File: config.mk
export PLATFORM = sky130hd
export DESIGN_NAME = pll_status_readback
export DESIGN_NICKNAME = d
export VERILOG_FILES = /design/src/pll_status_readback.v /design/src/status_sampler.v
export VERILOG_INCLUDE_DIRS = /design/src /design/src/src
export SDC_FILE = /design/constraint.sdc
export NUM_CORES = 1
export LEC_CHECK = 0
export BUFFER_PORTS_ARGS = -buffer_cell sky130_fd_sc_hd__buf_2
export CAP_MARGIN = 20
export CORE_MARGIN = 8
export CORE_UTILIZATION = 35
export DETAILED_ROUTE_END_ITERATION = 10
export HOLD_SLACK_MARGIN = 0.03
export PLACE_DENSITY = 0.67
export SKIP_CTS_REPAIR_TIMING = 1
export SLEW_MARGIN = 15
export SYNTH_ARGS = -nofsm -noshare
export SYNTH_HDL_FRONTEND = slang
export SYNTH_HIERARCHICAL = 1
export SYNTH_SLANG_ARGS = --single-unit
export TNS_END_PERCENT = 10
File: constraint.sdc
create_clock -name clk_i -period 5.4 [get_ports clk_i]
set_clock_uncertainty 0.2 [all_clocks]
set_input_delay 0.54 -clock clk_i [delete_from_list [all_inputs] [get_ports clk_i]]
set_output_delay 0.54 -clock clk_i [all_outputs]
set_load 0.01 [all_outputs]
File: src/pll_status_defines.vh
// What this block does
// (RULE1) Bit 6: VCO calibration finished flag
// (RULE2) Bit 5: PLL currently in holdover
// (RULE3) Holdover flag ignores holdover enable setting
// (RULE4) Bit 4: one when reference two selected
// (RULE5) Differential reference mode reads select as zero
// (RULE6) Bit 3: VCO frequency above monitor threshold
// (RULE7) Bit 2: reference two above selected threshold
// (RULE8) Bit 1: reference one above selected threshold
// (RULE9) Bit 0: digital lock detect
// (RULE10) Writes ignored; bit 7 zero; live status
`ifndef PLL_STATUS_DEFINES_VH
`define PLL_STATUS_DEFINES_VH

// ==========================================================
// Register offsets (byte addresses are four times the index)
`define STATUS_IDX 10'h01f
`define THRESH_CFG_IDX 10'h01a
`define IRQ_STATUS_IDX 10'h100
`define IRQ_MASK_IDX 10'h101
`define THRESH_SEL_BIT 6

// ==========================================================
// Status field positions
`define ST_CAL_DONE 6
`define ST_HOLDOVER 5
`define ST_REF_TWO 4
`define ST_VCO_OVER 3
`define ST_REF_TWO_OVER 2
`define ST_REF_ONE_OVER 1
`define ST_LOCKED 0

// ==========================================================
// Reset values
`define STATUS_RST 8'h00
`define THRESH_CFG_RST 8'h00
`define THRESH_SEL_RST 1'b0
`define IRQ_STATUS_RST 8'h00
`define IRQ_MASK_RST 8'h00

`endif

File: src/pll_status_readback.v
`timescale 1ns/100ps
`include "pll_status_defines.vh"

module pll_status_readback (
  input wire clk_i, // Clock, 20 MHz
  input wire rst_i, // Synchronous reset, active high
  input wire ce_i, // Clock enable, freezes state when low
  input wire cyc_i, // Wishbone cycle
  input wire stb_i, // Wishbone strobe
  input wire we_i, // Wishbone write enable
  input wire [11:0] adr_i, // Wishbone byte address
  input wire [3:0] sel_i, // Wishbone byte selects
  input wire [31:0] dat_i, // Wishbone write data
  output reg [31:0] dat_o, // Wishbone read data
  output reg ack_o, // Wishbone acknowledge
  output reg irq_o, // Level interrupt
  output reg thresh_sel_o, // Frequency monitor threshold select
  input wire cal_done_i, // VCO calibration finished
  input wire holdover_active_i, // PLL in holdover state
  input wire reference_input_two_sel_i, // Reference two selected
  input wire differential_mode_i, // Differential reference mode
  input wire vco_over_i, // VCO above threshold
  input wire reference_input_two_over_i, // Reference two above threshold
  input wire reference_input_one_over_i, // Reference one above threshold
  input wire locked_i // Digital lock detect
);

  // ==========================================================
  // Bus handshake states
  // BUS_IDLE waits for a strobe, BUS_ACK answers it for one cycle
  localparam [1:0] BUS_IDLE = 2'b00;
  localparam [1:0] BUS_ACK = 2'b01;

  // ==========================================================
  // Helpers
  // Register index match
  function idx_is;
    input [9:0] idx_in;
    input [9:0] target_in;
  begin
    idx_is = (idx_in == target_in);
  end
  endfunction

  // Write strobe, low byte lane only
  function wr_strobe;
    input req_in;
    input we_in;
    input lane_in;
    input hit_in;
  begin
    wr_strobe = req_in & we_in & lane_in & hit_in;
  end
  endfunction

  // Places an 8-bit register in the low byte of the bus word
  function [31:0] byte_word;
    input [7:0] value_in;
  begin
    byte_word = {24'h000000, value_in};
  end
  endfunction

  // Bits that differ between two samples, once history is valid
  function [7:0] change_events;
    input [7:0] now_in;
    input [7:0] prev_in;
    input valid_in;
  begin
    change_events = valid_in ? (now_in ^ prev_in) : 8'h00;
  end
  endfunction

  // Write-one-to-clear, then set; a set wins over the clear
  function [7:0] sticky_next;
    input [7:0] held_in;
    input [7:0] clear_in;
    input clear_en_in;
    input [7:0] set_in;
    reg [7:0] kept;
  begin
    kept = held_in;
    if (clear_en_in)
      kept = held_in & ~clear_in;
    sticky_next = kept | set_in;
  end
  endfunction

  // ==========================================================
  // Internal signals
  wire [7:0] status;
  reg [7:0] status_prev_r;
  reg [1:0] prime_r;
  reg [7:0] thresh_cfg_r;
  reg [7:0] irq_status_r;
  reg [7:0] irq_mask_r;
  reg [7:0] irq_status_nxt;
  reg irq_pending;
  reg [1:0] bus_state_r;
  reg [1:0] bus_state_nxt;
  reg [31:0] rd_nxt;
  reg [7:0] events;
  wire history_ok;
  wire req;
  wire rd_req;
  wire lane_lo;
  wire [9:0] idx;
  wire hit_status;
  wire hit_thresh;
  wire hit_irq_status;
  wire hit_mask;
  wire wr_thresh;
  wire wr_mask;
  wire wr_irq_clr;

  // ==========================================================
  // Status sampling
  // The sampler registers the pins once per enabled clock
  status_sampler u_sampler (
    .clk_i(clk_i),
    .rst_i(rst_i),
    .ce_i(ce_i),
    .cal_done_i(cal_done_i),
    .holdover_active_i(holdover_active_i),
    .reference_input_two_sel_i(reference_input_two_sel_i),
    .differential_mode_i(differential_mode_i),
    .vco_over_i(vco_over_i),
    .reference_input_two_over_i(reference_input_two_over_i),
    .reference_input_one_over_i(reference_input_one_over_i),
    .locked_i(locked_i),
    .status_o(status)
  );

  // ==========================================================
  // Start-up qualification
  // The first sample after reset has no valid predecessor, so
  // change events wait until two samples have been taken
  assign history_ok = prime_r[1];

  always @(posedge clk_i)
  begin
    if (rst_i)
    begin
      prime_r <= 2'b00;
    end
    else if (ce_i)
    begin
      prime_r <= {prime_r[0], 1'b1};
    end
  end

  // Previous sample for change detection
  always @(posedge clk_i)
  begin
    if (rst_i)
    begin
      status_prev_r <= `STATUS_RST;
    end
    else if (ce_i)
    begin
      status_prev_r <= status;
    end
  end

  // ==========================================================
  // Bus decode
  // Only the low byte lane carries register data
  assign req = cyc_i & stb_i & (bus_state_r == BUS_IDLE);
  assign rd_req = req & ~we_i;
  assign idx = adr_i[11:2];
  assign lane_lo = sel_i[0];
  assign hit_status = idx_is(idx, `STATUS_IDX);
  assign hit_thresh = idx_is(idx, `THRESH_CFG_IDX);
  assign hit_irq_status = idx_is(idx, `IRQ_STATUS_IDX);
  assign hit_mask = idx_is(idx, `IRQ_MASK_IDX);
  // The status index has no write strobe, so writes to it are lost
  assign wr_thresh = wr_strobe(req, we_i, lane_lo, hit_thresh);
  assign wr_mask = wr_strobe(req, we_i, lane_lo, hit_mask);
  assign wr_irq_clr = wr_strobe(req, we_i, lane_lo, hit_irq_status);

  // ==========================================================
  // Bus handshake
  // A request is taken only in BUS_IDLE, so a strobe still held
  // during the acknowledge cycle is not taken twice
  always @*
  begin
    bus_state_nxt = bus_state_r;
    case (bus_state_r)
      BUS_IDLE:
      begin
        if (req)
          bus_state_nxt = BUS_ACK;
      end
      BUS_ACK:
      begin
        bus_state_nxt = BUS_IDLE;
      end
      default:
      begin
        bus_state_nxt = BUS_IDLE;
      end
    endcase
  end

  always @(posedge clk_i)
  begin
    if (rst_i)
    begin
      bus_state_r <= BUS_IDLE;
      ack_o <= 1'b0;
    end
    else if (ce_i)
    begin
      bus_state_r <= bus_state_nxt;
      ack_o <= (bus_state_nxt == BUS_ACK);
    end
  end

  // ==========================================================
  // Read data
  // Unmapped indices read as zero
  always @*
  begin
    if (hit_status)
      rd_nxt = byte_word(status); // RULE10
    else if (hit_thresh)
      rd_nxt = byte_word(thresh_cfg_r);
    else if (hit_irq_status)
      rd_nxt = byte_word(irq_status_r);
    else if (hit_mask)
      rd_nxt = byte_word(irq_mask_r);
    else
      rd_nxt = 32'h00000000;
  end

  // Read data holds until the next read is taken
  always @(posedge clk_i)
  begin
    if (rst_i)
    begin
      dat_o <= 32'h00000000;
    end
    else if (ce_i && rd_req)
    begin
      dat_o <= rd_nxt;
    end
  end

  // ==========================================================
  // Threshold configuration
  // Only bit 6 has a use; the other bits are kept for readback
  always @(posedge clk_i)
  begin
    if (rst_i)
    begin
      thresh_cfg_r <= `THRESH_CFG_RST;
    end
    else if (ce_i && wr_thresh)
    begin
      thresh_cfg_r <= dat_i[7:0];
    end
  end

  // The monitors see the select one cycle after the register
  always @(posedge clk_i)
  begin
    if (rst_i)
    begin
      thresh_sel_o <= `THRESH_SEL_RST;
    end
    else if (ce_i)
    begin
      thresh_sel_o <= thresh_cfg_r[`THRESH_SEL_BIT]; // RULE7 RULE8
    end
  end

  // ==========================================================
  // Change events
  // Either direction of change in a status bit is an event
  always @*
  begin
    events = change_events(status, status_prev_r, history_ok);
  end

  // ==========================================================
  // Interrupt status and mask
  always @*
  begin
    irq_status_nxt = sticky_next(irq_status_r, dat_i[7:0],
                                 wr_irq_clr, events);
  end

  always @(posedge clk_i)
  begin
    if (rst_i)
    begin
      irq_status_r <= `IRQ_STATUS_RST;
    end
    else if (ce_i)
    begin
      irq_status_r <= irq_status_nxt;
    end
  end

  // Mask bits follow the status layout
  always @(posedge clk_i)
  begin
    if (rst_i)
    begin
      irq_mask_r <= `IRQ_MASK_RST;
    end
    else if (ce_i && wr_mask)
    begin
      irq_mask_r <= dat_i[7:0];
    end
  end

  // ==========================================================
  // Interrupt pending
  // Taken from the next status so a new event raises the line
  // one cycle after it is seen
  always @*
  begin
    irq_pending = |(irq_status_nxt & irq_mask_r);
  end

  // ==========================================================
  // Interrupt request
  always @(posedge clk_i)
  begin
    if (rst_i)
    begin
      irq_o <= 1'b0;
    end
    else if (ce_i)
    begin
      irq_o <= irq_pending;
    end
  end

endmodule // pll_status_readback

File: src/status_sampler.v
`timescale 1ns/100ps
`include "pll_status_defines.vh"

module status_sampler (
  input wire clk_i, // Clock
  input wire rst_i, // Synchronous reset
  input wire ce_i, // Clock enable
  input wire cal_done_i, // VCO calibration finished
  input wire holdover_active_i, // PLL in holdover state
  input wire reference_input_two_sel_i, // Reference two selected
  input wire differential_mode_i, // Differential reference mode
  input wire vco_over_i, // VCO above threshold
  input wire reference_input_two_over_i, // Reference two above threshold
  input wire reference_input_one_over_i, // Reference one above threshold
  input wire locked_i, // Digital lock detect
  output reg [7:0] status_o // Sampled status byte
);

  always @(posedge clk_i)
  begin
    if (rst_i)
      status_o <= `STATUS_RST;
    else if (ce_i)
    begin
      status_o[7] <= 1'b0; // RULE10
      status_o[`ST_CAL_DONE] <= cal_done_i; // RULE1
      // Only the live state counts, not the enable
      status_o[`ST_HOLDOVER] <= holdover_active_i; // RULE2 RULE3
      status_o[`ST_REF_TWO] <= reference_input_two_sel_i &
                               ~differential_mode_i; // RULE4 RULE5
      status_o[`ST_VCO_OVER] <= vco_over_i; // RULE6
      status_o[`ST_REF_TWO_OVER] <= reference_input_two_over_i; // RULE7
      status_o[`ST_REF_ONE_OVER] <= reference_input_one_over_i; // RULE8
      status_o[`ST_LOCKED] <= locked_i; // RULE9
    end
  end

endmodule // status_sampler

==> results, run 1 <==
- At the end of the flow, the number of nets in the layout was about 400.
- The number of sinks on the clock net is 54.
- The final number of hold-violating endpoints is 0.
- The run finished with clean final reports.
- The yosys synthesis warning count is 6.
- The total track usage is 12.5%.
- The routed length per instance is 15.5 um.
- The timing-limited maximum frequency is roughly 350 MHz.
- For the worst-skew pair, the clock arrives at the later sink with an insertion delay of roughly 310 ps.
- The worst setup path is launched from an input port.
- The placed wire-length estimate is ~4700 um.
- The final critical path time including I/O delays and setup is 2860 ps.
- Headroom to the max-slew limit came out at approximately 46%.
- Summing all placed instances gives a cell area of 2880 um^2.
- The end of the worst hold path is u_sampler/status_o[5].
- The initial antenna violation count is 0.
- From bottom edge to top edge, the die measures between 100 and 150 um.
- During placement, the flow inserted port buffers numbering 43.
- The startpoint identified for the worst register-to-register timing path is bus_state_r[0].
- The weighted congestion at the end of routability-driven global placement is 0.867.
- Of all nets on the critical path, the largest fanout is 13.
- Leaving out fill and tap cells, the most frequent cell in the layout is nor2_1.
- Summed over all layers, the global routing overflow is 0.
- The number of register bits inferred by synthesis is 54.
- Entering global routing, the biggest net connects 53 pins.
- The via count of the first global-routing pass is between 2,000 and 2,500.
- For this configuration, the core starts out at a cell density of between 30% and 40%.
- Leaving out fill and tap cells, the most frequent cells in the layout are 58 x nor2_1, 54 x dfxtp_1, 43 x buf_2, 32 x mux2i_1, 25 x conb_1.
- The path category of the worst min-delay check is in2reg.
- TritonCTS built the clock tree.
- 97 I/O pins were placed.
- The core region is between 7000 and 8000 um^2.
- The critical path data arrival time is between 2000 and 3000 ps.
- The data required time of the worst path is roughly 5400 ps.
- The count of nets left with antenna violations once routing finished came out at 0.
- The number of standard-cell rows in the floorplan is 32.
- The power density over the cells is 244 nW/um^2.
- The endpoint identified for the worst register-to-register timing path is irq_o.
- The share of synthesized area in the top cell type comes to 40.1%.
- The capturing element type of the critical path is a flip-flop.
- The fraction of final layout cells sized beyond drive strength 1 is 18.8%.
- Synthesis produced a netlist whose cell count is a little over 300.
- Setup total negative slack on the finished layout was measured at 0 ps.
- At the pin with the least slew margin, the transition time is a little over 800 ps.
- For this block, the routed nets add up to roughly 7000 um of wire.
- Along the worst hold path, the cell count comes to 3.
- The cell chosen for the clock root is clkbuf_8.
- The startpoint of the lowest-slack hold path is holdover_active_i.
- The number of buffers between clock root and the deepest sink is 2.
- The wire length of the first global-routing pass is ~11,000 um.
- Fill cells in the final layout number about 800.
- The die span in x is a little over 100 um.
- The analysis attributes to cell leakage a power of 1.21 nW.
- The die covers about 11,000 um^2.
- The number of different library cells used by synthesis comes to between 40 and 50.
- The biggest area consumer among synthesized cells is dfxtp_1.
- The cell area after technology mapping is about 2700 um^2.
- The CTS buffer count is 5.
- Each instance of the synthesized netlist takes up on average approximately 9 um^2.
- After the first detailed-routing iteration, the DRC count stood at about 210.
- In the post-synthesis netlist, the biggest area contributors are dfxtp_1 40%, mux2i_1 12%, nor2_1 8.1%, buf_4 7.0%, a31oi_1 2.8%.
- Of the available clock period, the critical path in the final layout requires 53.1%.
- 0 antenna diodes ended up in the layout.
- The pre-antenna-repair detailed-routing pass consisted of 4 iterations.
- Clock-pin slew was measured on the worst setup and hold paths at about 100 ps.
- The post-synthesis sequential area ratio is between 40% and 50%.
- The final number of setup-violating endpoints is 0.
- The maximum level of the CTS H-tree is 2.
- The worst-case IR drop observed on VDD is around 0.00012 V.
- Setup repair after global routing left no endpoint under its margin.
- The total vias in the final route is 2,212.
- The worst-case register-to-register setup slack is approximately 3100 ps.
- The mean number of vias per cell is about 5.
- Once layout is done, the placed cells without fillers occupy between 2000 and 3000 um^2.
- The total DRC errors in the routed layout is 0.
- Counting cells, the worst reg-to-reg path comes to 5.
- The type of the worst setup path is in2reg.
- The count of pins over their slew limit is 0.
- The tool flagged a number of max-cap violations equal to 0.
- The area growth from synthesis to layout is 10.4%.
power by group:
part	switching, mW	internal, mW	total, mW
Sequential	0.00950	0.407	0.417
Combinational	0.0473	0.0269	0.0742
Clock	0.134	0.103	0.237
Total	0.191	0.537	0.728
metrics by stage:
step | total power [mW] | utilization [%] | setup slack, ps | instances | hold WS (ps)
after floorplan | 0.484 | - | 2850 | 328 | 234
after global placement | 0.498 | 37.9 | 2220 | 435 | 245
after detailed placement | 0.499 | 37.9 | 2210 | 435 | 254
after CTS | 0.733 | 39.2 | 2540 | 443 | 255
after global routing | 0.763 | 39.2 | 2460 | 443 | 257
final | 0.728 | 39.2 | 2540 | 443 | 260
logic make-up after synthesis:
| logic type | count (synthesis) | share of synthesized area, % |
|---|---|---|
| compound gates | 61 | 15.3 |
| mux | 36 | 13.5 |
| simple gates | 98 | 17.7 |
| buf+inv | 46 | 10.5 |
| other cells | 2 | 0.278 |
| flops | 54 | 40.1 |
| xor+xnor | 8 | 2.60 |
per-layer routing:
metal / up-vias / global-route usage [%] / routed length [um]
li1: 1096 / - / -
met1: 1014 / 16.7 / 3240
met2: 95 / 17.7 / 2860
met3: 7 / 5.02 / 689
met4: 0 / 3.83 / 65
met5: - / 0 / 0
cell type report:
| class | count | area, um^2 | area share, % |
|---|---|---|---|
| Clock buffer | 6 | 82.6 | 2.77 |
| Clock inverter | 2 | 12.5 | 0.420 |
| Inverter | 5 | 18.8 | 0.630 |
| Multi-Input combinational cell | 228 | 1420 | 47.6 |
| Sequential cell | 54 | 1080 | 36.3 |
| Tap cell | 102 | 128 | 4.28 |
| Timing Repair Buffer | 46 | 238 | 7.98 |
state kept, by name, indices dropped and copies added (netlist names):
name,count
change_events.prev_in,8
dat_o,8
irq_mask_r,8
irq_status_r,8
thresh_cfg_r,8
u_sampler/status_o,7
bus_state_r,2
prime_r,2
ack_o,1
irq_o,1
thresh_sel_o,1
cells in the mapped netlist, drive strengths merged:
library cell,number
nor2,58
dfxtp,54
mux2i,32
buf,31
a21oi,15
nand2,14
a31oi,12
clkbuf,10
xor2,8
a22oi,6
o22ai,6
a211oi,5
inv,5
a32oi,4
and2,4
mux2,4
o2bb2ai,4
o31ai,4
and3b,3
nand3,3
nor3,3
conb,2
o21ai,2
or4,2
or4b,2
a311o,1
a311oi,1
and3,1
nand2b,1
nand3b,1
nand4,1
nand4bb,1
nor3b,1
nor4,1
o22a,1
or2,1
or4bb,1
worst max-delay path by stage:
stage                      endpoint  slack (ps)  depth (start not counted)  startpoint
floorplan           thresh_cfg_r[5]        2850                          6    adr_i[7]
global placement    thresh_cfg_r[5]        2220                          6    adr_i[7]
detailed placement  thresh_cfg_r[5]        2210                          6    adr_i[7]
CTS                 thresh_cfg_r[7]        2540                          6    adr_i[7]
global route        thresh_cfg_r[1]        2460                          6    adr_i[7]
finish              thresh_cfg_r[7]        2540                          6    adr_i[7]
critical path, cell delays in order:
cell     delay (ps)
buf_2            90
or4_4           570
or4b_4          660
and3b_1         670
mux2i_1         270
nor2_1           60
No activity file was read; power rests on OpenSTA's default activity.
==> inputs of run 2 (changes only) <==
- PLACE_DENSITY: 0.67 -> 0.69
- clock period: 5.4 -> 2.3 ns (I/O delays scaled with it)
==> results, run 2 (synthesis gave the netlist of run 1 again) <==
- The run finished with clean final reports.
- The final core utilization is 42.7% (+3.5 points).
- The fraction of final layout cells sized beyond drive strength 1 is 20.4% (+1.6 points).
- The count of pins over their slew limit is 0 (unchanged).
- The maximum ir drop on the vdd rail is 0.000441 V (+270%).
- From synthesis to final layout, the design area changed by 20.4%.
- The weighted congestion at the end of routability-driven global placement is 0.841 (-3.0%).
- The routed length per instance came to 14.2 um (-8.0%).
- The die boundary height is 104 um (unchanged).
- The routed design could run at a clock period as short as just over 2000 ps.
- The final worst-path cycle share is roughly nine tenths.
- The area of the placeable core was 7610 um^2 (unchanged).
- The number of buffers between clock root and the deepest sink came to 2 (unchanged).
- Setup repair after global routing left no endpoint under its margin.
- The number of ports placed on the die boundary is 97 (unchanged).
- The critical path data arrival time is 2060 ps (-800 ps).
- The post-route non-filler standard cell count is 465 (+5.0%).
- The clock tree from TritonCTS is yes.
- Walking the worst path, the cells encountered are buf_2, or4_4, or4b_4, and3b_1, buf_12, mux2i_1, nor2_1.
- The number of sinks on the clock net was 54 (unchanged).
- The initial antenna violation count is 0 (unchanged).
- The total vias in the final route is 2,287 (+3.4%).
- The slew at the pin with the worst max-slew slack is 540 ps (-273 ps).
- The cell family contributing the most delay on the critical path is simple AND/OR/NAND/NOR gates.
- The final antenna diode count is 0 (unchanged).
- The remaining global-route overflow was 0 (unchanged).
- The worst setup path is launched from an input port.
- The die span in x is 104 um (unchanged).
- The number of standard-cell rows in the floorplan is 32 (unchanged).
- The final wirelength is 6610 um (-3.5%).
- The via count of the first global-routing pass was 2,203 (+2.0%).
- The worst hold margin was 4.12 ps (-256 ps).
- The total DRC errors in the routed layout is 0 (unchanged).
- The post-placement cell count is 445 (+2.3%).
- The number of DRC markers in iteration 0 is 157 (-26%).
- Timing would allow up to around 490 MHz.
- The CTS buffer count is 5 (unchanged).
- The mean number of vias per cell is 4.92 (-1.5%).
- The cell chosen for the clock root is clkbuf_8.
- The total track usage was 12.1% (-0.33 points).
- The placed wire-length estimate was 4970 um (+5.2%).
- The maximum fanout along the worst path is 8 (-5).
- The final number of setup-violating endpoints is 0 (unchanged).
- The number of optimization iterations in the first detailed-route pass is 4 (unchanged).
- The count of antenna-violating nets left after detailed routing came to 0 (unchanged).
- The slowest stage of the critical path belongs to the cell or4_4.
- The normalized max-slew margin is 64.0% (+18 points).
- The top cell types in the final layout, fill and taps aside, are 58 x nor2_1, 54 x dfxtp_1, 43 x buf_2, 32 x mux2i_1, 25 x conb_1.
- The library cell used most frequently in the layout, excluding fill and tap cells, is nor2_1.
- The type of the worst setup path is in2reg.
- The worst setup path is captured at a flip-flop.
- The wire length of the first global-routing pass is 11,100 um (-0.38%).
- The leakage power came to 1.34 nW (+11%).
- The maximum level of the CTS H-tree is 2 (unchanged).
- The max-cap check violation count is 0 (unchanged).
- The path category of the worst min-delay check is in2reg.
- The port buffer count was 43 (unchanged).
- The final number of hold-violating endpoints is 0 (unchanged).
- The largest net degree at the start of global routing was 30 (-43%).
- The clock edge transition at the registers on the reported setup and hold paths is 90 ps (about the same).
- The data required time of the worst path is 2300 ps (-3090 ps).
- The power density over the cells was 599 nW/um^2 (+150%).
- The area of the die is 10,800 um^2 (unchanged).
- The starting density of the core is 35.5% (unchanged).
- The number of nets in the layout is 424 (+5.5%).
- The largest stage delay on the critical path is 530 ps (-140 ps).
- The buffer and inverter count on the worst path is 2 (+1).
- The clock latency on the worst-skew pair is 310 ps (about the same).
## run 2: final timing paths
path,startpoint,to,slack (ps),cells after the start
worst max-delay path,adr_i[7],thresh_cfg_r[3],240,7
worst min-delay path,dat_i[0],thresh_cfg_r[0],4,3
worst max register to register,bus_state_r[0],dat_o[7],360,5
worst min register to register,bus_state_r[0],bus_state_r[0],270,2
## run 2: tightest hold or removal path, delay by kind of cell
kind	cells	cell delay (ps)
buf+inv	1	110
mux	1	70
simple gates	1	70
## run 2: per-stage QoR
step	setup slack, ps	power [mW]	setup TNS, ps	instance area [um^2]
after floorplan	62.3	1.14	0	2780
after global placement	-67.8	1.17	-436	2980
after detailed placement	-90.6	1.18	-584	2980
after CTS	234	1.94	0	3130
after global routing	141	2.02	0	3250
final	239	1.95	0	3250
## run 2: layout make-up
cell class	instances	area [um^2]
Clock buffer	6	82.6
Timing Repair Buffer	68	458
Inverter	5	18.8
Multi-Input combinational cell	228	1420
Fill cell	766	4360
Clock inverter	2	60.1
Sequential cell	54	1080
Tap cell	102	128
## run 2: metal layers
layer / track usage [%] / share of wire, % / vias up / wire, um
met3: 4.83 / 11 / 13 / 728
met4: 3.72 / 1.7 / 0 / 111
met5: 0 / 0 / - / 0
li1: - / - / 1137 / -
met2: 17.1 / 40 / 100 / 2630
met1: 16.5 / 48 / 1037 / 3150
## run 2: power by group
part / switching [mW] / total (mW) / leakage, nW / internal, mW
Sequential: 0.0225 / 0.979 / 0.438 / 0.956
Combinational: 0.113 / 0.193 / 0.830 / 0.0804
Clock: 0.310 / 0.774 / 0.0714 / 0.464
Total: 0.445 / 1.95 / 1.34 / 1.50
==> inputs of run 3 (changes only) <==
- CELL_PAD_IN_SITES_DETAIL_PLACEMENT: unset -> 2
- CELL_PAD_IN_SITES_GLOBAL_PLACEMENT: unset -> 2
- CORE_UTILIZATION: 35 -> 25
- PLACE_DENSITY: 0.69 -> 0.81
==> results, run 3 (synthesis gave the netlist of run 1 again) <==
- The flow ran to the end, and the final reports show no timing, DRC or antenna violations.
- The largest net degree at the start of global routing was 39 (+30%).
- The number of cells on the worst reg-to-reg path came to 6 (+1).
- The total power of the final layout is 1.85 mW (-4.9%).
- The port buffer count was 43 (unchanged).
- TritonCTS built the clock tree.
- The number of standard-cell rows in the floorplan is 38 (+19%).
- The die boundary height is 120 um (+15%).
- The total non-filler cell area in the finished layout came to 3230 um^2 (-0.46%).
- The post-placement cell count is 483 (+8.5%).
- The largest stage delay on the critical path came to 540 ps (about the same).
- The total vias in the final route is 2,346 (+2.6%).
- The critical path goes through buf_2, or4_4, or4b_4, and3b_1, buf_4, mux2i_1, nor2_1.
- The final core utilization is 30.2% (-12 points).
- The share of total power consumed by net switching was 25.2% (+2.3 points).
- The number of nets in the layout is 422 (-0.47%).
- The mean number of vias per cell is 4.69 (-4.6%).
- The post-route non-filler standard cell count was 500 (+7.5%).
- The clock latency on the worst-skew pair was 310 ps (about the same).
- The weighted congestion at the end of routability-driven global placement is 0.803 (-4.5%).
- The power density over the cells is 573 nW/um^2 (-4.5%).
- The placed wire-length estimate came to 6480 um (+30%).
- The relative contribution of combinational cells to total power is 10.8% (+0.9 points).
- The cell internal power dissipation is 1.38 mW (-7.8%).
- The final worst-path cycle share came to 93.0% (+3.3 points).
- The commonest non-fill, non-tap cell in the layout is nor2_1.
- The remaining global-route overflow is 0 (unchanged).
- The worst setup path is launched from an input port.
- The critical path data arrival time was 2150 ps (+90 ps).
- The final number of setup-violating endpoints is 0 (unchanged).
- The final wirelength is 8400 um (+27%).
- The slew at the pin with the worst max-slew slack is 504 ps (-35.4 ps).
- The timing-limited maximum frequency is 468 MHz (-3.6%).
- The clock edge transition at the registers on the reported setup and hold paths came to 100 ps (about the same).
- The library cells used most frequently in the layout, excluding fill and tap cells, are 58 x nor2_1, 54 x dfxtp_1, 43 x buf_2, 32 x mux2i_1, 25 x conb_1.
- The max-cap check violation count was 0 (unchanged).
- The total DRC errors in the routed layout is 0 (unchanged).
- The cell chosen for the clock root is clkbuf_8.
- The total track usage came to 11.7% (-0.43 points).
- The starting density of the core is 25.2% (-10 points).
- The fraction of final layout cells sized beyond drive strength 1 is 20.3% (-0.11 points).
- The worst-case register-to-register setup slack came to 290 ps (-70 ps).
- The slowest stage cell on the critical path is or4b_4.
- The sequential power share is 53.0% (+2.7 points).
- The area of the placeable core is 10,700 um^2 (+41%).
- The final antenna diode count is 0 (unchanged).
- The maximum fanout along the worst path is 4 (-4).
- The instance count on the critical path is 7 (unchanged).
- The normalized max-slew margin is 66.4% (+2.4 points).
- The leakage power came to 1.31 nW (-1.9%).
- The switching power is 0.467 mW (+4.9%).
- The wire length of the first global-routing pass is 13,800 um (+24%).
- The final critical path time including I/O delays and setup is 2140 ps (+76.5 ps).
- The tightest min-delay check is of the in2reg type.
- The number of cells on the worst hold path was 3 (unchanged).
- The worst setup path is of the in2reg kind.
- The total placed instance area came to 3020 um^2 (+1.2%).
- The number of ports placed on the die boundary was 97 (unchanged).
- The final number of hold-violating endpoints is 0 (unchanged).
- The summed negative setup slack over all endpoints is 0 ps (unchanged).
- STA classifies the critical path endpoint as a flip-flop.
- The number of buffers between clock root and the deepest sink is 2 (unchanged).
- The routed length per instance was 16.8 um (+18%).
- The maximum ir drop on the vdd rail was 0.000237 V (-46%).
- The number of sinks on the clock net is 54 (unchanged).
- The count of antenna-violating nets left after detailed routing is 0 (unchanged).
- The die span in x came to 120 um (+15%).
- The buffer and inverter count on the worst path was 2 (unchanged).
- The initial antenna violation count is 0 (unchanged).
- The data required time of the worst path was 2310 ps (about the same).
- Grouping stages by cell kind, the critical path spends the most delay in simple AND/OR/NAND/NOR gates.
- The CTS buffer count was 5 (unchanged).
- The number of optimization iterations in the first detailed-route pass was 4 (unchanged).
- The via count of the first global-routing pass came to 2,620 (+19%).
- The area of the die is 14,400 um^2 (+33%).
- The share of total power in the clock network is 36.2% (-3.6 points).
- The area growth from synthesis to layout is 19.8%.
- The maximum level of the CTS H-tree was 2 (unchanged).
- The count of pins over their slew limit is 0 (unchanged).
- The number of DRC markers in iteration 0 is 77 (-51%).
- Setup repair after global routing left no endpoint under its margin.
-- run 3: cell count changes in the layout (fill, tap and decap cells not counted) --
cell,change
buf_12,-1
bufinv_16,-1
dlygate4sd3_1,-2
buf_4,+1
-- run 3: path summary, 6_finish.rpt --
check                                    start               to
worst max register to register  bus_state_r[0]            irq_o
worst min-delay path                  dat_i[7]    irq_mask_r[7]
worst max-delay path                  adr_i[7]  thresh_cfg_r[5]
worst min register to register  bus_state_r[0]   bus_state_r[0]
-- run 3: through the flow --
stage	setup slack [ps]	hold slack (ps)
global route	95.2	36.5
detailed placement	-119	263
finish	162	11.9
CTS	170	-49.3
global placement	-110	245
floorplan	62.3	92.4
-- run 3: power groups by stage --
stage	Sequential [mW]	Clock [mW]	Combinational, mW
2_1_floorplan	0.993	0	0.143
3_3_place_gp	1.00	0	0.178
3_5_place_dp	1.00	0	0.187
4_1_cts	0.981	0.685	0.187
5_1_grt	0.984	0.733	0.222
6_report	0.981	0.670	0.200
-- run 3: worst reg2reg max path: stages (launching register included) --
cell and delay, ps:
dfxtp_1 320, nand4bb_1 320, nor4_4 360, buf_4 230, a31oi_1 70, a211oi_1 260, a311oi_1 130
-- run 3: layer usage --
metal	vias up	GRT usage [%]	wire length, um
met5	-	0	0
met1	1141	15.4	4190
met2	63	18.8	3750
li1	1134	-	-
met3	8	3.10	384
met4	0	2.58	76
-- run 3: cell type report --
cell class / instances / area (um^2)
Fill cell: 1243 / 7470
Inverter: 5 / 18.8
Clock buffer: 6 / 82.6
Clock inverter: 1 / 30.0
Tap cell: 140 / 175
Sequential cell: 54 / 1080
Timing Repair Buffer: 66 / 425
Multi-Input combinational cell: 228 / 1420
